$ cat config.mk
export PLATFORM = sky130hd
export DESIGN_NAME = pts_top
export DESIGN_NICKNAME = d
export VERILOG_FILES = /design/src/include/pts_pkg.sv /design/src/pts_scan_sched.sv /design/src/pts_page_timer.sv /design/src/pts_top.sv
export SDC_FILE = /design/constraint.sdc
export NUM_CORES = 1
export LEC_CHECK = 0
export ABC_AREA = 1
export ABC_CLOCK_PERIOD_IN_PS = 11700
export BUFFER_PORTS_ARGS = -buffer_cell sky130_fd_sc_hd__buf_4
export CAP_MARGIN = 5
export CORE_MARGIN = 5
export CORE_UTILIZATION = 55
export DETAILED_ROUTE_END_ITERATION = 8
export GPL_TIMING_DRIVEN = 0
export PLACE_DENSITY_LB_ADDON = 0.3
export SYNTH_ARGS = -nofsm -noshare
export SYNTH_HDL_FRONTEND = slang
export SYNTH_SLANG_ARGS = --single-unit
$ cat constraint.sdc
create_clock -name CLK_IN -period 11.7 [get_ports CLK_IN]
set_clock_uncertainty 0.2 [all_clocks]
set_input_delay 1.755 -clock CLK_IN [delete_from_list [all_inputs] [get_ports CLK_IN]]
set_output_delay 1.755 -clock CLK_IN [all_outputs]
set_load 0.005 [all_outputs]
$ cat src/include/pts_pkg.sv
// Shared constants and types of the page timeout and scan enable block.
package pts_pkg;

	// ------------------------------------------------------------
	// Timing
	// ------------------------------------------------------------
	localparam int unsigned CLK_PERIOD_PS = 25000;
	localparam int unsigned SLOT_TIME_PS  = 625000000;
	localparam int unsigned SLOT_CYC      = SLOT_TIME_PS / CLK_PERIOD_PS;

	// ------------------------------------------------------------
	// Register byte offsets
	// ------------------------------------------------------------
	localparam logic [7:0] OFS_CMD      = 8'h00;
	localparam logic [7:0] OFS_RESULT   = 8'h04;
	localparam logic [7:0] OFS_IRQ_STAT = 8'h08;
	localparam logic [7:0] OFS_IRQ_MASK = 8'h0c;
	localparam logic [7:0] OFS_PAGE_CTL = 8'h10;
	localparam logic [7:0] OFS_PSCAN    = 8'h14;
	localparam logic [7:0] OFS_ISCAN    = 8'h18;
	localparam logic [7:0] OFS_STATE    = 8'h1c;

	// ------------------------------------------------------------
	// Command codes
	// ------------------------------------------------------------
	localparam logic [9:0] OCF_WR_CONN_ACC = 10'h016;
	localparam logic [9:0] OCF_RD_PAGE_TO  = 10'h017;
	localparam logic [9:0] OCF_WR_PAGE_TO  = 10'h018;
	localparam logic [9:0] OCF_RD_SCAN     = 10'h019;
	localparam logic [9:0] OCF_WR_SCAN     = 10'h01a;

	// ------------------------------------------------------------
	// Status codes and field layout
	// ------------------------------------------------------------
	localparam logic [7:0] ST_OK          = 8'h00;
	localparam logic [7:0] ST_UNKNOWN_CMD = 8'h01;
	localparam logic [7:0] ST_BAD_PARAM   = 8'h12;
	localparam int unsigned IRQ_CMD_DONE  = 0;
	localparam int unsigned IRQ_PAGE_FAIL = 1;
	localparam int unsigned IRQ_PAGE_OK   = 2;
	localparam int unsigned IRQ_W         = 3;
	localparam int unsigned PG_START_BIT  = 0;
	localparam int unsigned PG_ABORT_BIT  = 1;

	// ------------------------------------------------------------
	// Reset values and limits
	// ------------------------------------------------------------
	localparam logic [15:0] PAGE_TO_RST  = 16'h2000;
	localparam logic [1:0]  SCAN_EN_RST  = 2'h0;
	localparam logic [15:0] SCAN_INT_RST = 16'h0800;
	localparam logic [15:0] SCAN_WIN_RST = 16'h0012;
	localparam logic [15:0] SCAN_MIN     = 16'h0012;
	localparam logic [15:0] SCAN_MAX     = 16'h1000;
	localparam logic [1:0]  SCAN_INQ_BIT = 2'h1;
	localparam logic [1:0]  SCAN_PG_BIT  = 2'h2;

	// ------------------------------------------------------------
	// Types
	// ------------------------------------------------------------
	typedef struct packed {
		logic [15:0] window;
		logic [15:0] interval;
	} pts_act_t;

	typedef struct packed {
		logic [15:0] param;
		logic [5:0]  pad;
		logic [9:0]  ocf;
	} pts_cmd_t;

	typedef enum logic [1:0] {
		PG_IDLE = 2'b01,
		PG_RUN  = 2'b10
	} pts_page_st_t;

endpackage

$ cat src/pts_scan_sched.sv
// Periodic scan scheduler driven by baseband slot ticks.
`timescale 1ns/1ps
module pts_scan_sched (
	input  wire logic             clk_in,
	input  wire logic             rst_n_in,
	input  wire logic             enable_in,
	input  wire logic             tick_in,
	input  wire pts_pkg::pts_act_t act_in,
	output logic                  active_out
);

	logic [15:0] cnt_r;
	logic [15:0] cnt_nxt;
	logic        active_nxt;
	wire         wrap = (cnt_r >= act_in.interval - 16'h0001);

	// Counts slots from the start of one scan to the next.
	assign cnt_nxt    = !enable_in ? 16'h0000 :
	                    !tick_in ? cnt_r :
	                    wrap ? 16'h0000 : cnt_r + 16'h0001;
	assign active_nxt = enable_in && (cnt_nxt < act_in.window);

	always_ff @(posedge clk_in or negedge rst_n_in) begin
		if (!rst_n_in) begin
			cnt_r      <= 16'h0000;
			active_out <= 1'b0;
		end else begin
			cnt_r      <= cnt_nxt;
			active_out <= active_nxt;
		end
	end

endmodule

$ cat src/pts_page_timer.sv
// Page attempt timer that fails the attempt when the slot count runs out.
`timescale 1ns/1ps
module pts_page_timer (
	input  wire logic        clk_in,
	input  wire logic        rst_n_in,
	input  wire logic        start_in,
	input  wire logic        abort_in,
	input  wire logic        resp_in,
	input  wire logic        tick_in,
	input  wire logic [15:0] limit_in,
	output logic             busy_out,
	output logic             ok_out,
	output logic             fail_out
);

	pts_pkg::pts_page_st_t st_r;
	pts_pkg::pts_page_st_t st_nxt;
	logic [15:0]           left_r;
	logic [15:0]           left_nxt;
	wire                   run     = (st_r == pts_pkg::PG_RUN);
	wire                   got     = run && resp_in;
	wire                   expired = run && !resp_in && tick_in &&
	                                 (left_r == 16'h0001);

	always_comb begin
		st_nxt   = st_r;
		left_nxt = left_r;
		case (st_r)
			pts_pkg::PG_IDLE: begin
				if (start_in) begin
					st_nxt   = pts_pkg::PG_RUN;
					left_nxt = limit_in;
				end
			end
			pts_pkg::PG_RUN: begin
				if (got || expired || abort_in) begin
					st_nxt = pts_pkg::PG_IDLE;
				end else if (tick_in) begin
					left_nxt = left_r - 16'h0001;
				end
			end
			default: begin
				st_nxt = pts_pkg::PG_IDLE;
			end
		endcase
	end

	always_ff @(posedge clk_in or negedge rst_n_in) begin
		if (!rst_n_in) begin
			st_r     <= pts_pkg::PG_IDLE;
			left_r   <= 16'h0000;
			busy_out <= 1'b0;
			ok_out   <= 1'b0;
			fail_out <= 1'b0;
		end else begin
			st_r     <= st_nxt;
			left_r   <= left_nxt;
			busy_out <= (st_nxt == pts_pkg::PG_RUN);
			ok_out   <= got;
			fail_out <= expired;
		end
	end

endmodule

$ cat src/pts_top.sv
// Command handler for page timeout and scan enable with an Avalon-MM slave.
//
// Notes on behaviour
// - Each command answers with a status byte, zero for success and nonzero for an error code.
// - Each finished command raises a command complete event unless the event is masked.
// - The write connection accept timeout command answers with a single status byte.
// - Code 0x0017 reads the page timeout and answers status and the stored value.
// - Code 0x0018 writes the page timeout from its parameter and answers only status.
// - The page timeout counts baseband slots of 0.625 ms for a locally started page.
// - A page that sees no response before the timeout runs out is reported as failed.
// - The stored page timeout is 0x2000 slots after reset.
// - Code 0x0019 reads the scan enable and answers status and the one-byte value.
// - Code 0x001a writes the scan enable and answers only status.
// - Scan enable 0 is off, 1 inquiry only, 2 page only, 3 both, and 0 after reset.
// - With page scan on, page scans repeat by the page scan interval and window.
// - With inquiry scan on, inquiry scans repeat by their own interval and window.
// - The interval runs from one scan start to the next and the window is the scan length.
//
// Local design decisions: the register offsets and the Avalon-MM register port.
`timescale 1ns/1ps
module pts_top #(
	parameter int unsigned SLOT_CYC = pts_pkg::SLOT_CYC
) (
	input  wire logic        CLK_IN,
	input  wire logic        RST_N_IN,
	input  wire logic [7:0]  AVS_ADDRESS_IN,
	input  wire logic        AVS_READ_IN,
	input  wire logic        AVS_WRITE_IN,
	input  wire logic [31:0] AVS_WRITEDATA_IN,
	input  wire logic [3:0]  AVS_BYTEENABLE_IN,
	output logic [31:0]      AVS_READDATA_OUT,
	output logic             AVS_WAITREQUEST_OUT,
	input  wire logic        PAGE_RESP_IN,
	output logic             PAGE_SCAN_OUT,
	output logic             INQ_SCAN_OUT,
	output logic             PAGING_OUT,
	output logic             IRQ_OUT
);

	// ------------------------------------------------------------
	// Bus handshake and decode
	// ------------------------------------------------------------
	wire        req     = AVS_READ_IN || AVS_WRITE_IN;
	wire        fetch   = AVS_READ_IN && AVS_WAITREQUEST_OUT;
	wire        commit  = AVS_WRITE_IN && !AVS_WAITREQUEST_OUT;
	wire [31:0] be_mask = {{8{AVS_BYTEENABLE_IN[3]}},
	                       {8{AVS_BYTEENABLE_IN[2]}},
	                       {8{AVS_BYTEENABLE_IN[1]}},
	                       {8{AVS_BYTEENABLE_IN[0]}}};
	wire [31:0] wdata   = AVS_WRITEDATA_IN & be_mask;
	wire        sel_cmd  = (AVS_ADDRESS_IN == pts_pkg::OFS_CMD);
	wire        sel_res  = (AVS_ADDRESS_IN == pts_pkg::OFS_RESULT);
	wire        sel_stat = (AVS_ADDRESS_IN == pts_pkg::OFS_IRQ_STAT);
	wire        sel_mask = (AVS_ADDRESS_IN == pts_pkg::OFS_IRQ_MASK);
	wire        sel_pctl = (AVS_ADDRESS_IN == pts_pkg::OFS_PAGE_CTL);
	wire        sel_psc  = (AVS_ADDRESS_IN == pts_pkg::OFS_PSCAN);
	wire        sel_isc  = (AVS_ADDRESS_IN == pts_pkg::OFS_ISCAN);
	wire        sel_st   = (AVS_ADDRESS_IN == pts_pkg::OFS_STATE);

	// ------------------------------------------------------------
	// Registers
	// ------------------------------------------------------------
	pts_pkg::pts_cmd_t            cmd_r;
	logic [7:0]                   status_r;
	logic [15:0]                  ret_r;
	logic [15:0]                  page_to_r;
	logic [1:0]                   scan_en_r;
	logic [pts_pkg::IRQ_W-1:0]    stat_r;
	logic [pts_pkg::IRQ_W-1:0]    mask_r;
	logic [pts_pkg::IRQ_W-1:0]    stat_nxt;
	pts_pkg::pts_act_t            pact_r;
	pts_pkg::pts_act_t            iact_r;
	logic                         resp_s1_r;
	logic                         resp_s2_r;
	logic [15:0]                  slot_cnt_r;
	logic                         tick_r;
	logic                         page_ok;
	logic                         page_fail;

	// ------------------------------------------------------------
	// Command execution
	// ------------------------------------------------------------
	pts_pkg::pts_cmd_t cmd_in;
	logic [7:0]        ex_status;
	logic [15:0]       ex_ret;
	logic              ex_pto_wr;
	logic              ex_scan_wr;
	wire               cmd_go = commit && sel_cmd;

	assign cmd_in = wdata;

	always_comb begin
		ex_status  = pts_pkg::ST_OK;
		ex_ret     = 16'h0000;
		ex_pto_wr  = 1'b0;
		ex_scan_wr = 1'b0;
		case (cmd_in.ocf)
			pts_pkg::OCF_WR_CONN_ACC: begin
				ex_status = pts_pkg::ST_OK;
			end
			pts_pkg::OCF_RD_PAGE_TO: begin
				ex_ret = page_to_r;
			end
			pts_pkg::OCF_WR_PAGE_TO: begin
				if (cmd_in.param == 16'h0000) begin
					ex_status = pts_pkg::ST_BAD_PARAM;
				end else begin
					ex_pto_wr = 1'b1;
				end
			end
			pts_pkg::OCF_RD_SCAN: begin
				ex_ret = {14'h0000, scan_en_r};
			end
			pts_pkg::OCF_WR_SCAN: begin
				if (cmd_in.param > 16'h0003) begin
					ex_status = pts_pkg::ST_BAD_PARAM;
				end else begin
					ex_scan_wr = 1'b1;
				end
			end
			default: begin
				ex_status = pts_pkg::ST_UNKNOWN_CMD;
			end
		endcase
	end

	always_ff @(posedge CLK_IN or negedge RST_N_IN) begin
		if (!RST_N_IN) begin
			cmd_r     <= '0;
			status_r  <= pts_pkg::ST_OK;
			ret_r     <= 16'h0000;
			page_to_r <= pts_pkg::PAGE_TO_RST;
			scan_en_r <= pts_pkg::SCAN_EN_RST;
		end else if (cmd_go) begin
			cmd_r    <= cmd_in;
			status_r <= ex_status;
			ret_r    <= ex_ret;
			if (ex_pto_wr) begin
				page_to_r <= cmd_in.param;
			end
			if (ex_scan_wr) begin
				scan_en_r <= cmd_in.param[1:0];
			end
		end
	end

	// ------------------------------------------------------------
	// Scan activity registers
	// ------------------------------------------------------------
	pts_pkg::pts_act_t act_in;
	wire               act_ok;

	assign act_in = wdata;
	assign act_ok = (act_in.interval >= pts_pkg::SCAN_MIN) &&
	                (act_in.interval <= pts_pkg::SCAN_MAX) &&
	                (act_in.window >= pts_pkg::SCAN_MIN) &&
	                (act_in.window <= act_in.interval);

	always_ff @(posedge CLK_IN or negedge RST_N_IN) begin
		if (!RST_N_IN) begin
			pact_r <= {pts_pkg::SCAN_WIN_RST, pts_pkg::SCAN_INT_RST};
			iact_r <= {pts_pkg::SCAN_WIN_RST, pts_pkg::SCAN_INT_RST};
		end else begin
			if (commit && sel_psc && act_ok) begin
				pact_r <= act_in;
			end
			if (commit && sel_isc && act_ok) begin
				iact_r <= act_in;
			end
		end
	end

	// ------------------------------------------------------------
	// Slot tick and page response synchroniser
	// ------------------------------------------------------------
	wire slot_end = (slot_cnt_r == 16'(SLOT_CYC - 1));

	always_ff @(posedge CLK_IN or negedge RST_N_IN) begin
		if (!RST_N_IN) begin
			slot_cnt_r <= 16'h0000;
			tick_r     <= 1'b0;
			resp_s1_r  <= 1'b0;
			resp_s2_r  <= 1'b0;
		end else begin
			slot_cnt_r <= slot_end ? 16'h0000 : slot_cnt_r + 16'h0001;
			tick_r     <= slot_end;
			resp_s1_r  <= PAGE_RESP_IN;
			resp_s2_r  <= resp_s1_r;
		end
	end

	// ------------------------------------------------------------
	// Page timer and scan schedulers
	// ------------------------------------------------------------
	wire pg_start = commit && sel_pctl && wdata[pts_pkg::PG_START_BIT];
	wire pg_abort = commit && sel_pctl && wdata[pts_pkg::PG_ABORT_BIT];

	pts_page_timer u_page_timer (
		.clk_in   (CLK_IN),
		.rst_n_in (RST_N_IN),
		.start_in (pg_start),
		.abort_in (pg_abort),
		.resp_in  (resp_s2_r),
		.tick_in  (tick_r),
		.limit_in (page_to_r),
		.busy_out (PAGING_OUT),
		.ok_out   (page_ok),
		.fail_out (page_fail)
	);

	pts_scan_sched u_page_scan (
		.clk_in     (CLK_IN),
		.rst_n_in   (RST_N_IN),
		.enable_in  (|(scan_en_r & pts_pkg::SCAN_PG_BIT)),
		.tick_in    (tick_r),
		.act_in     (pact_r),
		.active_out (PAGE_SCAN_OUT)
	);

	pts_scan_sched u_inq_scan (
		.clk_in     (CLK_IN),
		.rst_n_in   (RST_N_IN),
		.enable_in  (|(scan_en_r & pts_pkg::SCAN_INQ_BIT)),
		.tick_in    (tick_r),
		.act_in     (iact_r),
		.active_out (INQ_SCAN_OUT)
	);

	// ------------------------------------------------------------
	// Interrupt status and mask
	// ------------------------------------------------------------
	wire [pts_pkg::IRQ_W-1:0] ev;
	wire [pts_pkg::IRQ_W-1:0] clr;

	assign ev[pts_pkg::IRQ_CMD_DONE]  = cmd_go;
	assign ev[pts_pkg::IRQ_PAGE_FAIL] = page_fail;
	assign ev[pts_pkg::IRQ_PAGE_OK]   = page_ok;
	assign clr = (commit && sel_stat) ? wdata[pts_pkg::IRQ_W-1:0] : '0;
	assign stat_nxt = (stat_r & ~clr) | ev;

	always_ff @(posedge CLK_IN or negedge RST_N_IN) begin
		if (!RST_N_IN) begin
			stat_r  <= '0;
			mask_r  <= '0;
			IRQ_OUT <= 1'b0;
		end else begin
			stat_r  <= stat_nxt;
			if (commit && sel_mask) begin
				mask_r <= wdata[pts_pkg::IRQ_W-1:0];
			end
			IRQ_OUT <= |(stat_r & mask_r);
		end
	end

	// ------------------------------------------------------------
	// Read data and wait request
	// ------------------------------------------------------------
	wire [31:0] rd_mux =
		sel_cmd  ? cmd_r :
		sel_res  ? {8'h00, ret_r, status_r} :
		sel_stat ? {29'h00000000, stat_r} :
		sel_mask ? {29'h00000000, mask_r} :
		sel_pctl ? {31'h00000000, PAGING_OUT} :
		sel_psc  ? pact_r :
		sel_isc  ? iact_r :
		sel_st   ? {page_to_r, 12'h000, INQ_SCAN_OUT, PAGE_SCAN_OUT,
		            scan_en_r} :
		32'h00000000;

	always_ff @(posedge CLK_IN or negedge RST_N_IN) begin
		if (!RST_N_IN) begin
			AVS_READDATA_OUT    <= 32'h00000000;
			AVS_WAITREQUEST_OUT <= 1'b1;
		end else begin
			if (fetch) begin
				AVS_READDATA_OUT <= rd_mux;
			end
			AVS_WAITREQUEST_OUT <= !(req && AVS_WAITREQUEST_OUT);
		end
	end

endmodule

# Word level (Yosys, flattened, before mapping)
# Index checks and enable logic that the tools add are counted.
dict set report totals {
  reg_bits 252
  in_bits 49
}
dict set report classes {
  add_sub_neg 6
  order_cmp 9
  eq_ne 20
  n_mux 31
  n_bitwise 5
  n_reduce_logical 36
}
# operator n
set op_table {}
lappend op_table {{32-bit 2-to-1 mux} 8}
lappend op_table {{16-bit 2-to-1 mux} 10}
lappend op_table {{16-bit one-hot mux with 2 select lines} 2}
lappend op_table {{10-bit by 5-bit equality test with 1-bit output (second input constant)} 5}
lappend op_table {{16-bit by 1-bit adder with 16-bit output (second input constant)} 3}
lappend op_table {{16-bit by 1-bit subtractor with 16-bit output (second input constant)} 3}
lappend op_table {{32-bit AND} 1}
lappend op_table {{8-bit by 5-bit equality test with 1-bit output (second input constant)} 4}
lappend op_table {{16-bit >= comparator} 2}
lappend op_table {{16-bit by 5-bit >= comparator with 1-bit output (second input constant)} 2}
lappend op_table {{16-bit less-than comparator} 2}
lappend op_table {{8-bit one-hot mux with 3 select lines} 1}
lappend op_table {{1-bit logical AND} 22}
lappend op_table {{16-bit by 1-bit equality test with 1-bit output (second input constant)} 1}
lappend op_table {{16-bit by 15-bit equality test with 1-bit output (second input constant)} 1}
lappend op_table {{8-bit by 4-bit equality test with 1-bit output (second input constant)} 2}
lappend op_table {{16-bit by 2-bit greater-than comparator with 1-bit output (second input constant)} 1}
lappend op_table {{16-bit by 13-bit less-or-equal comparator with 1-bit output (second input constant)} 1}
lappend op_table {{16-bit less-or-equal comparator} 1}
lappend op_table {{16-bit zero test} 1}
lappend op_table {{5-bit 2-to-1 mux} 2}
lappend op_table {{8-bit by 3-bit equality test with 1-bit output (second input constant)} 1}
lappend op_table {{8-bit zero test} 1}
lappend op_table {{3-bit AND} 2}
lappend op_table {{other kinds (15)} 28}

# Logic depth before layout (Yosys ltp)
# Gate-level depths: netlist of the first run.
dict set report logic_depth {
  depth_word 9
  mapped_depth 27
}

# Hierarchy
# A second synthesis of the first run with hierarchy kept.
dict set report unflattened {
  cells_unflattened 1851
  hier_area_um2 14546.5
}
# mod instances cells_each area_each_um2
set modules_own_cells {}
lappend modules_own_cells {pts_top 1 1111 9180.1}
lappend modules_own_cells {{pts_scan_sched at u_page_scan} 1 252 1931.9}
lappend modules_own_cells {{pts_scan_sched at u_inq_scan} 1 251 1875.5}
lappend modules_own_cells {pts_page_timer 1 237 1559.0}

# Worst setup path before layout of the first run
# Ideal clock, no wire load.
dict set report synth_path {
  kind {in2reg}
  start {input port AVS_BYTEENABLE_IN[2]}
  end {register iact_r[7] in the netlist's numbering}
  setup_time_ps 117
  arrival_ps 3536
  setup_slack_ps 7847
  cell_stages 17
  path_buffers 2
  path_cell_list {buf_2 -> nand2_1 -> inv_1 -> ha_1 -> inv_1 -> o21bai_1 -> a221oi_1 -> nor2_1 -> o21ai_0 -> nand2_1 -> nand2_1 -> nand2_1 -> nor2_4 -> nand2_2 -> buf_2 -> nand2_1 -> nand2_1}
}
# item line
set synth_rtl {}
lappend synth_rtl {{start: declaration} pts_top.sv:30} ;# input wire logic [3:0] AVS_BYTEENABLE_IN,
lappend synth_rtl {{end signal: assignment} pts_top.sv:162} ;# iact_r <= {pts_pkg::SCAN_WIN_RST, pts_pkg::SCAN_INT_RST};
lappend synth_rtl {{end signal: assignment} pts_top.sv:168} ;# iact_r <= act_in;
lappend synth_rtl {{end: declaration} pts_top.sv:72} ;# pts_pkg::pts_act_t iact_r;

# Final worst setup path of the first run
dict set report layout_path {
  start {register iact_r[0] in the netlist's numbering}
  end {register u_inq_scan.active_out}
}
dict set report layout_via {
  elab_chain_cells 7
}
# item line
set layout_rtl {}
lappend layout_rtl {{16-bit by 1-bit subtractor with 16-bit output} pts_scan_sched.sv:15} ;# wire wrap = (cnt_r >= act_in.interval - 16'h0001);
lappend layout_rtl {{16-bit >= comparator} pts_scan_sched.sv:15}
lappend layout_rtl {{16-bit 2-to-1 mux} pts_scan_sched.sv:20} ;# wrap ? 16'h0000 : cnt_r + 16'h0001;
lappend layout_rtl {{16-bit 2-to-1 mux} pts_scan_sched.sv:19} ;# !tick_in ? cnt_r :
lappend layout_rtl {{16-bit 2-to-1 mux} pts_scan_sched.sv:18} ;# assign cnt_nxt = !enable_in ? 16'h0000 :
lappend layout_rtl {{net u_inq_scan.cnt_nxt[5]} pts_scan_sched.sv:13} ;# logic [15:0] cnt_nxt;
lappend layout_rtl {{16-bit less-than comparator} pts_scan_sched.sv:21} ;# assign active_nxt = enable_in && (cnt_nxt < act_in.window);
lappend layout_rtl {{1-bit logical AND} pts_scan_sched.sv:21}
lappend layout_rtl {{net u_inq_scan.active_nxt} pts_scan_sched.sv:14} ;# logic active_nxt;
lappend layout_rtl {{end signal: assignment} pts_scan_sched.sv:29} ;# active_out <= active_nxt;
lappend layout_rtl {{end: declaration} pts_scan_sched.sv:9} ;# output logic active_out
# The timed path passes the listed nets, and every way through them passes these cells.
# A chain may end at the register's enable or synchronous reset.

==> run_results.csv, run 1 <==
group,metric,value,unit
yosys,synth-seq-cells,246,
place,pre_cts_ws,6.76,ns
yosys,async_flop_share,100,%
clock_tree,cts_hold_buffers,0,
worst_setup_path,cp-end-kind,"register",
clock_tree,numCtsBuffers,28,
global_route,grt_max_degree,110,
detailed_routing,wl_per_cell,18.9,microns
clock_tree,cts_tree,"yes",
detailed_routing,drt_iter0_markers,1398,
detailed_routing,antenna_left,0,
global_route,grt_pass1_vias,12300,
worst_setup_path,crit_arrival,5.34,ns
detailed_routing,route.detailed.drc,0,
floorplan,placementRows,58,
clock_tree,clkLatencyLatePin,0.56,ns
status,status,"finished, final reports clean",
sta,period_share,44.0,%
layout,layout.area.seq,6170,sq um
global_route,grt_pass1_wl,65900,microns
sta,final_hold_viol_count,0,
clock_tree,cts-root-buf,"clkbuf_16",
layout,area_growth,15.3,%
layout,fin_util,64.0,%
sta,setup_tns,0,ns
yosys,synth.distinct_cells,50,
worst_setup_path,cpMaxStageDelayCell,"clkbuf_1",
power,ir_worst_vdd,0.103,mV
global_route,grtUsageTotal,29.0,%
yosys,netlist_top_cells_count,"438 x nand2_1, 237 x dfrtp_1, 231 x inv_1",
place,numPlacedInstances,2167,
yosys,synth_area_leaders,"dfrtp_1 43%, nand2_1 12%, ha_1 7.8%, inv_1 6.2%, o21ai_0 4.6%",
yosys,synth_flop_cell,"dfrtp_1",
yosys,syn_nets,1890,
sta,report.final.slew_viol_count,0,
worst_setup_path,crit_path_frequent_cell,"nand2_1",
worst_setup_path,critPathMaxFanout,10,
layout,postLayoutCellArea,16000,sq um
worst_setup_path,path_class,"register to register",
worst_setup_path,worst_path_largest_cell_delay,0.42,ns
worst_setup_path,crit_chain,"inv_1 -> ha_1 -> nand2_1 -> nor3_1 -> nand2_1 -> nor3_1 -> nand3_1 -> xor2_1 -> inv_1 -> ha_1 -> nand2_1 -> nor3_1 -> nand2_1 -> nand2_1 -> nand2_1 -> nand2_1 -> clkbuf_1 -> nor2_1 -> ha_1 -> a21oi_1 -> nor2_1 -> a211oi_1 -> nand2_1 -> a21oi_1",
sta,slew_headroom,43.5,%
yosys,synthesis.area,13900,sq um
sta,finalWorstSetupSlack,6.55,ns
layout,finalNonFillerCells,2219,
floorplan,die_x,169,microns
sta,rsz0062_at_grt,"no",
clock_tree,cts_sinks,246,
sta,setup_viol,0,
floorplan,io_pins,86,
layout,multi_input_area,6530,sq um
yosys,synth_top_area_share,42.7,%
clock_tree,cts_buffer_depth,3,
yosys,avgSynthCellArea,7.92,sq um
clock_tree,post_cts_buffers,0,
place,postPlaceCellArea,15000,sq um
layout,fill_cells,2126,
worst_setup_path,worst_ep_required_time,11.89,ns
floorplan,dieArea,28500,sq um
detailed_routing,wirelength,41900,microns
floorplan,start_util,55.5,%
flow_run,maxCapViolCount,0,
sta,fin_crit,5.15,ns
clock_tree,clk_pin_slew_worst_paths,0.06,ns
place,gp_congestion,0.989,
worst_setup_path,critPathLaunchType,"register",
sta,worstMarginPinSlew,0.844,ns
global_route,grt-ovfl-total,0,
yosys,synth_edf_count,0,
layout,antenna_cells,0,
yosys,netlist_instances,1754,
global_route,antenna_found_initial,1,
place,portBuffers,81,
place,dp_hpwl,32300,microns
yosys,ys_seq_area_share,44.4,%
power,p_per_area,131,nW/um^2
layout,drive_gt1_share,11.2,%
power,leakage,0.00821,uW
clock_tree,htreeDepth,1,
detailed_routing,viasPerCell,5.77,
floorplan,core,25000,sq um
layout,final_nets,2003,
detailed_routing,drt_pre_antenna_iters,7,
hold_path,hold_path.class,"register to register",
yosys,synth_top_area_cell,"dfrtp_1",
clock_tree,cts_resized,0,
yosys,yosysMostFrequentCell,"nand2_1",
sta,fmax,0.194,GHz
floorplan,die_h,169,microns
yosys,ys_warn_count,0,
detailed_routing,dr_total_vias,12800,
==> layout by cell type, fill, tap and decap left out, types with 23 or more instances in the layout <==
cell / n
nand2_1: 438
dfrtp_1: 237
inv_1: 231
o21ai_0: 128
nor2_1: 122
nand3_1: 107
ha_1: 87
buf_4: 82
a21oi_1: 71
xor2_1: 41
clkbuf_1: 33
nor3_1: 29
clkbuf_16: 28
buf_2: 24
o21ai_1: 23
==> power by group <==
part           total [uW]  internal, uW  switching, uW
clock network         979           606            373
logic                 223          77.2            146
registers             894           875           19.1
==> cell type report <==
type / count / area share [%]
tap: 330 / 2.58
multi-input combinational: 1204 / 40.8
clock inverter: 17 / 1.62
clock buffer: 35 / 4.85
timing repair buffer: 83 / 4.19
sequential: 246 / 38.5
inverter: 243 / 5.69
buffer: 61 / 1.80
==> cell families (layout without fill, tap and decap cells) <==
logic type	after synthesis	after routing	share of synthesized area (%)
compound gates	310	310	12.8
xor+xnor	52	52	3.28
fa+ha+maj	87	87	7.83
buf+inv	304	439	8.64
flops	246	246	44.4
simple gates	755	755	23.0
==> layer usage <==
layer / track usage, % / share of wire, %
met1: 40.2 / 41
met2: 44.4 / 43
met3: 6.84 / 11
met4: 11.3 / 4.5
met5: 0 / 0
==> final timing paths <==
path / startpoint / slack [ns] / to / depth (start not counted)
worst max-delay path: iact_r[0] / 6.55 / u_inq_scan.active_out / 24
worst min-delay path: resp_s1_r / 0.15 / resp_s2_r / 0
worst max register to register: iact_r[0] / 6.55 / u_inq_scan.active_out / 24
worst min register to register: resp_s1_r / 0.15 / resp_s2_r / 0
max in group asynchronous: RST_N_IN / 9.50 / slot_cnt_r[10] / 2
min in group asynchronous: RST_N_IN / 0.89 / mask_r[2] / 1
==> sequential cells by signal, indices dropped and copies added, names as in the netlist, 2 cells and up <==
name	count
scan_en_r	2
AVS_READDATA_OUT	32
u_page_scan.cnt_r	16
status_r	2
u_page_timer.st_r	2
ret_r	16
u_page_timer.left_r	16
u_inq_scan.cnt_r	16
slot_cnt_r	16
cmd_r	32
mask_r	3
pact_r	32
iact_r	32
page_to_r	16
stat_r	3
==> metrics by stage <==
stage	total power (uW)	hold WS, ns
finish	2100	0.153
CTS	2100	0.151
floorplan	1030	0.131
global placement	1120	0.133
detailed placement	1130	0.137
global route	2170	0.161
==> worst max-delay path: cells and delay by family, from the launching register on <==
kind | cells | cell delay [ns]
xor gates and xnor gates | 1 | 0.16
AOI/OAI and AO/OA | 3 | 0.71
DFF | 1 | 0.38
buffers and inverters | 3 | 0.63
adders and majority gates | 3 | 0.80
and+or+nand+nor | 14 | 2.11
(Power assumes the default switching activity.)
==> inputs of run 2 (changes only) <==
ABC_CLOCK_PERIOD_IN_PS = 4350   (was 11700)
clock period = 4.35 ns   (was 11.7 ns; I/O delays follow)
==> run_results.csv, run 2 (same netlist as run 1, synthesis figures left out) <==
group,metric,value,unit
status,status,"finished with violations",
status,violations,"negative setup slack",
floorplan,die_h,169,microns
worst_setup_path,reg2reg_slack,-0.14,ns
layout,final_cell_mix,"430 x nand2_1, 236 x dfrtp_1, 228 x inv_1",
clock_tree,htreeDepth,1,
layout,finalNonFillerCells,2239,
global_route,antenna_found_initial,0,
clock_tree,clkLatencyLatePin,0.55,ns
floorplan,placementRows,58,
global_route,grt_use_met2,44.8,%
global_route,use_met1,40.5,%
place,gp_congestion,0.989,
layout,postLayoutCellArea,16500,sq um
worst_setup_path,worst_ep_required_time,4.60,ns
global_route,grt-ovfl-total,0,
worst_setup_path,r2r_cells,24,
global_route,grt_pass1_wl,66300,microns
sta,fin_crit,4.49,ns
power,p_per_area,342,nW/um^2
sta,setup_viol,1,
hold_path,hold_path.class,"input pin to register",
place,dp_hpwl,32300,microns
floorplan,die_x,169,microns
clock_tree,numCtsBuffers,28,
floorplan,start_util,55.5,%
detailed_routing,wirelength,42900,microns
detailed_routing,dr_total_vias,12900,
worst_setup_path,critPathLaunchType,"register",
hold_path,worstHoldEndpoint,"AVS_WAITREQUEST_OUT",
worst_setup_path,critPathMaxFanout,5,
power,leakage,0.00839,uW
floorplan,core,25000,sq um
place,numPlacedInstances,2167,
sta,fin_hold_ws,0.0533,ns
clock_tree,cts_sinks,246,
detailed_routing,antenna_left,0,
worst_setup_path,cp-end-kind,"register",
clock_tree,cts_buffer_depth,3,
sta,period_share,103,%
sta,final_hold_viol_count,0,
worst_setup_path,critPathTopFamily,"simple AND/OR/NAND/NOR gates",
global_route,grt_max_degree,110,
worst_setup_path,crit_chain,"nor2_1 -> nand2_1 -> nor3_2 -> nand2_2 -> nor3_4 -> nand3_2 -> nor3_4 -> buf_4 -> xor2_1 -> ha_1 -> nand2_1 -> inv_1 -> nor2_2 -> o21ai_2 -> a21oi_1 -> nand2_1 -> nand2_4 -> clkinvlp_4 -> buf_4 -> nor4_4 -> ha_1 -> a21oi_1 -> o221ai_2 -> a21oi_4",
floorplan,io_pins,86,
sta,fmax,0.223,GHz
detailed_routing,viasPerCell,5.78,
global_route,grtUsageTotal,29.2,%
flow_run,maxCapViolCount,0,
layout,final_nets,2023,
layout,final_common_cell,"nand2_1",
global_route,grt_busiest_layer,"met2",
sta,setup_tns,-0.136,ns
layout,antenna_cells,0,
sta,report.final.slew_viol_count,0,
worst_setup_path,crit_arrival,4.73,ns
detailed_routing,drt_pre_antenna_iters,6,
sta,rsz0062_at_grt,"yes",
sta,worstMarginPinSlew,0.843,ns
worst_setup_path,worstReg2RegStart,"pact_r[1]",
clock_tree,cts-root-buf,"clkbuf_16",
detailed_routing,route.detailed.drc,0,
hold_path,hp-start,"AVS_READ_IN",
sta,slew_headroom,43.6,%
power,ir_worst_vdd,0.277,mV
clock_tree,clk_pin_slew_worst_paths,0.06,ns
clock_tree,cts_tree,"yes",
worst_setup_path,crit_path_frequent_cell,"nand2_1",
worst_setup_path,worst_path_largest_cell_delay,0.44,ns
layout,drive_gt1_share,14.6,%
layout,area_growth,18.9,%
power,finalPower,5650,uW
detailed_routing,drt_iter0_markers,1378,
place,postPlaceCellArea,15000,sq um
hold_path,min_path_cells,2,
sta,finalWorstSetupSlack,-0.136,ns
worst_setup_path,path_class,"register to register",
place,portBuffers,81,
worst_setup_path,worstReg2RegEnd,"u_page_scan.active_out",
global_route,use_met3,6.40,%
worst_setup_path,cpMaxStageDelayCell,"dfrtp_1",
floorplan,dieArea,28500,sq um
global_route,grt_pass1_vias,12300,
worst_setup_path,critPathBufInv,4,
detailed_routing,wl_per_cell,19.2,microns
[run 2: changes by cell type in the layout (fill, tap and decap cells not counted), sizes merged]
cell,previous run,this run
buf,113,131
clkbuf,66,65
clkinvlp,0,1
dlygate4sd3,0,2
inv,244,243
nand2,446,447
[run 2: area by class of cell]
class,count,area [sq um]
Fill cell,2057,8520
Multi-Input combinational cell,1205,6860
Sequential cell,246,6170
Inverter,243,916
Timing Repair Buffer,102,831
Clock buffer,35,777
Tap cell,330,413
Buffer,61,293
Clock inverter,17,260
[run 2: layer usage]
layer / wire length [microns] / vias up
met3: 4250 / 117
met1: 17800 / 6197
li1: - / 6035
met2: 18900 / 589
met5: 0 / -
met4: 1950 / 0
[run 2: repair_timing]
action / CTS / global route
setup buffers: 1 / 16
pin swaps: 1 / 24
hold buffers: 2 / 0
endpoints found under the hold margin: 43 / 0
cloned: 0 / 1
gates resized for setup: 26 / 46
endpoints found under the setup margin: 2 / 2
[run 2: stage by stage]
stage               util, %  setup slack, ns
floorplan                 -            0.589
global placement       59.6           -0.541
detailed placement     59.8           -0.592
CTS                    64.5          0.00791
global route           66.0           -0.393
finish                 66.0           -0.136
[run 2: how the worst max path moves through the flow]
stage | startpoint | to | slack, ns | depth (start not counted)
floorplan | iact_r[0] | u_inq_scan.active_out | 0.59 | 24
global placement | iact_r[0] | u_inq_scan.active_out | -0.54 | 24
detailed placement | iact_r[0] | u_inq_scan.active_out | -0.59 | 24
CTS | iact_r[0] | u_inq_scan.active_out | 0.008 | 23
global route | pact_r[1] | u_page_scan.active_out | -0.39 | 24
finish | pact_r[1] | u_page_scan.active_out | -0.14 | 24
[run 2: report_power, final]
part           switching (uW)  total, uW  leakage (uW)  internal, uW
Sequential               51.5       2400       0.00329          2350
Combinational             397        610       0.00458           213
Clock                    1000       2630      0.000517          1630
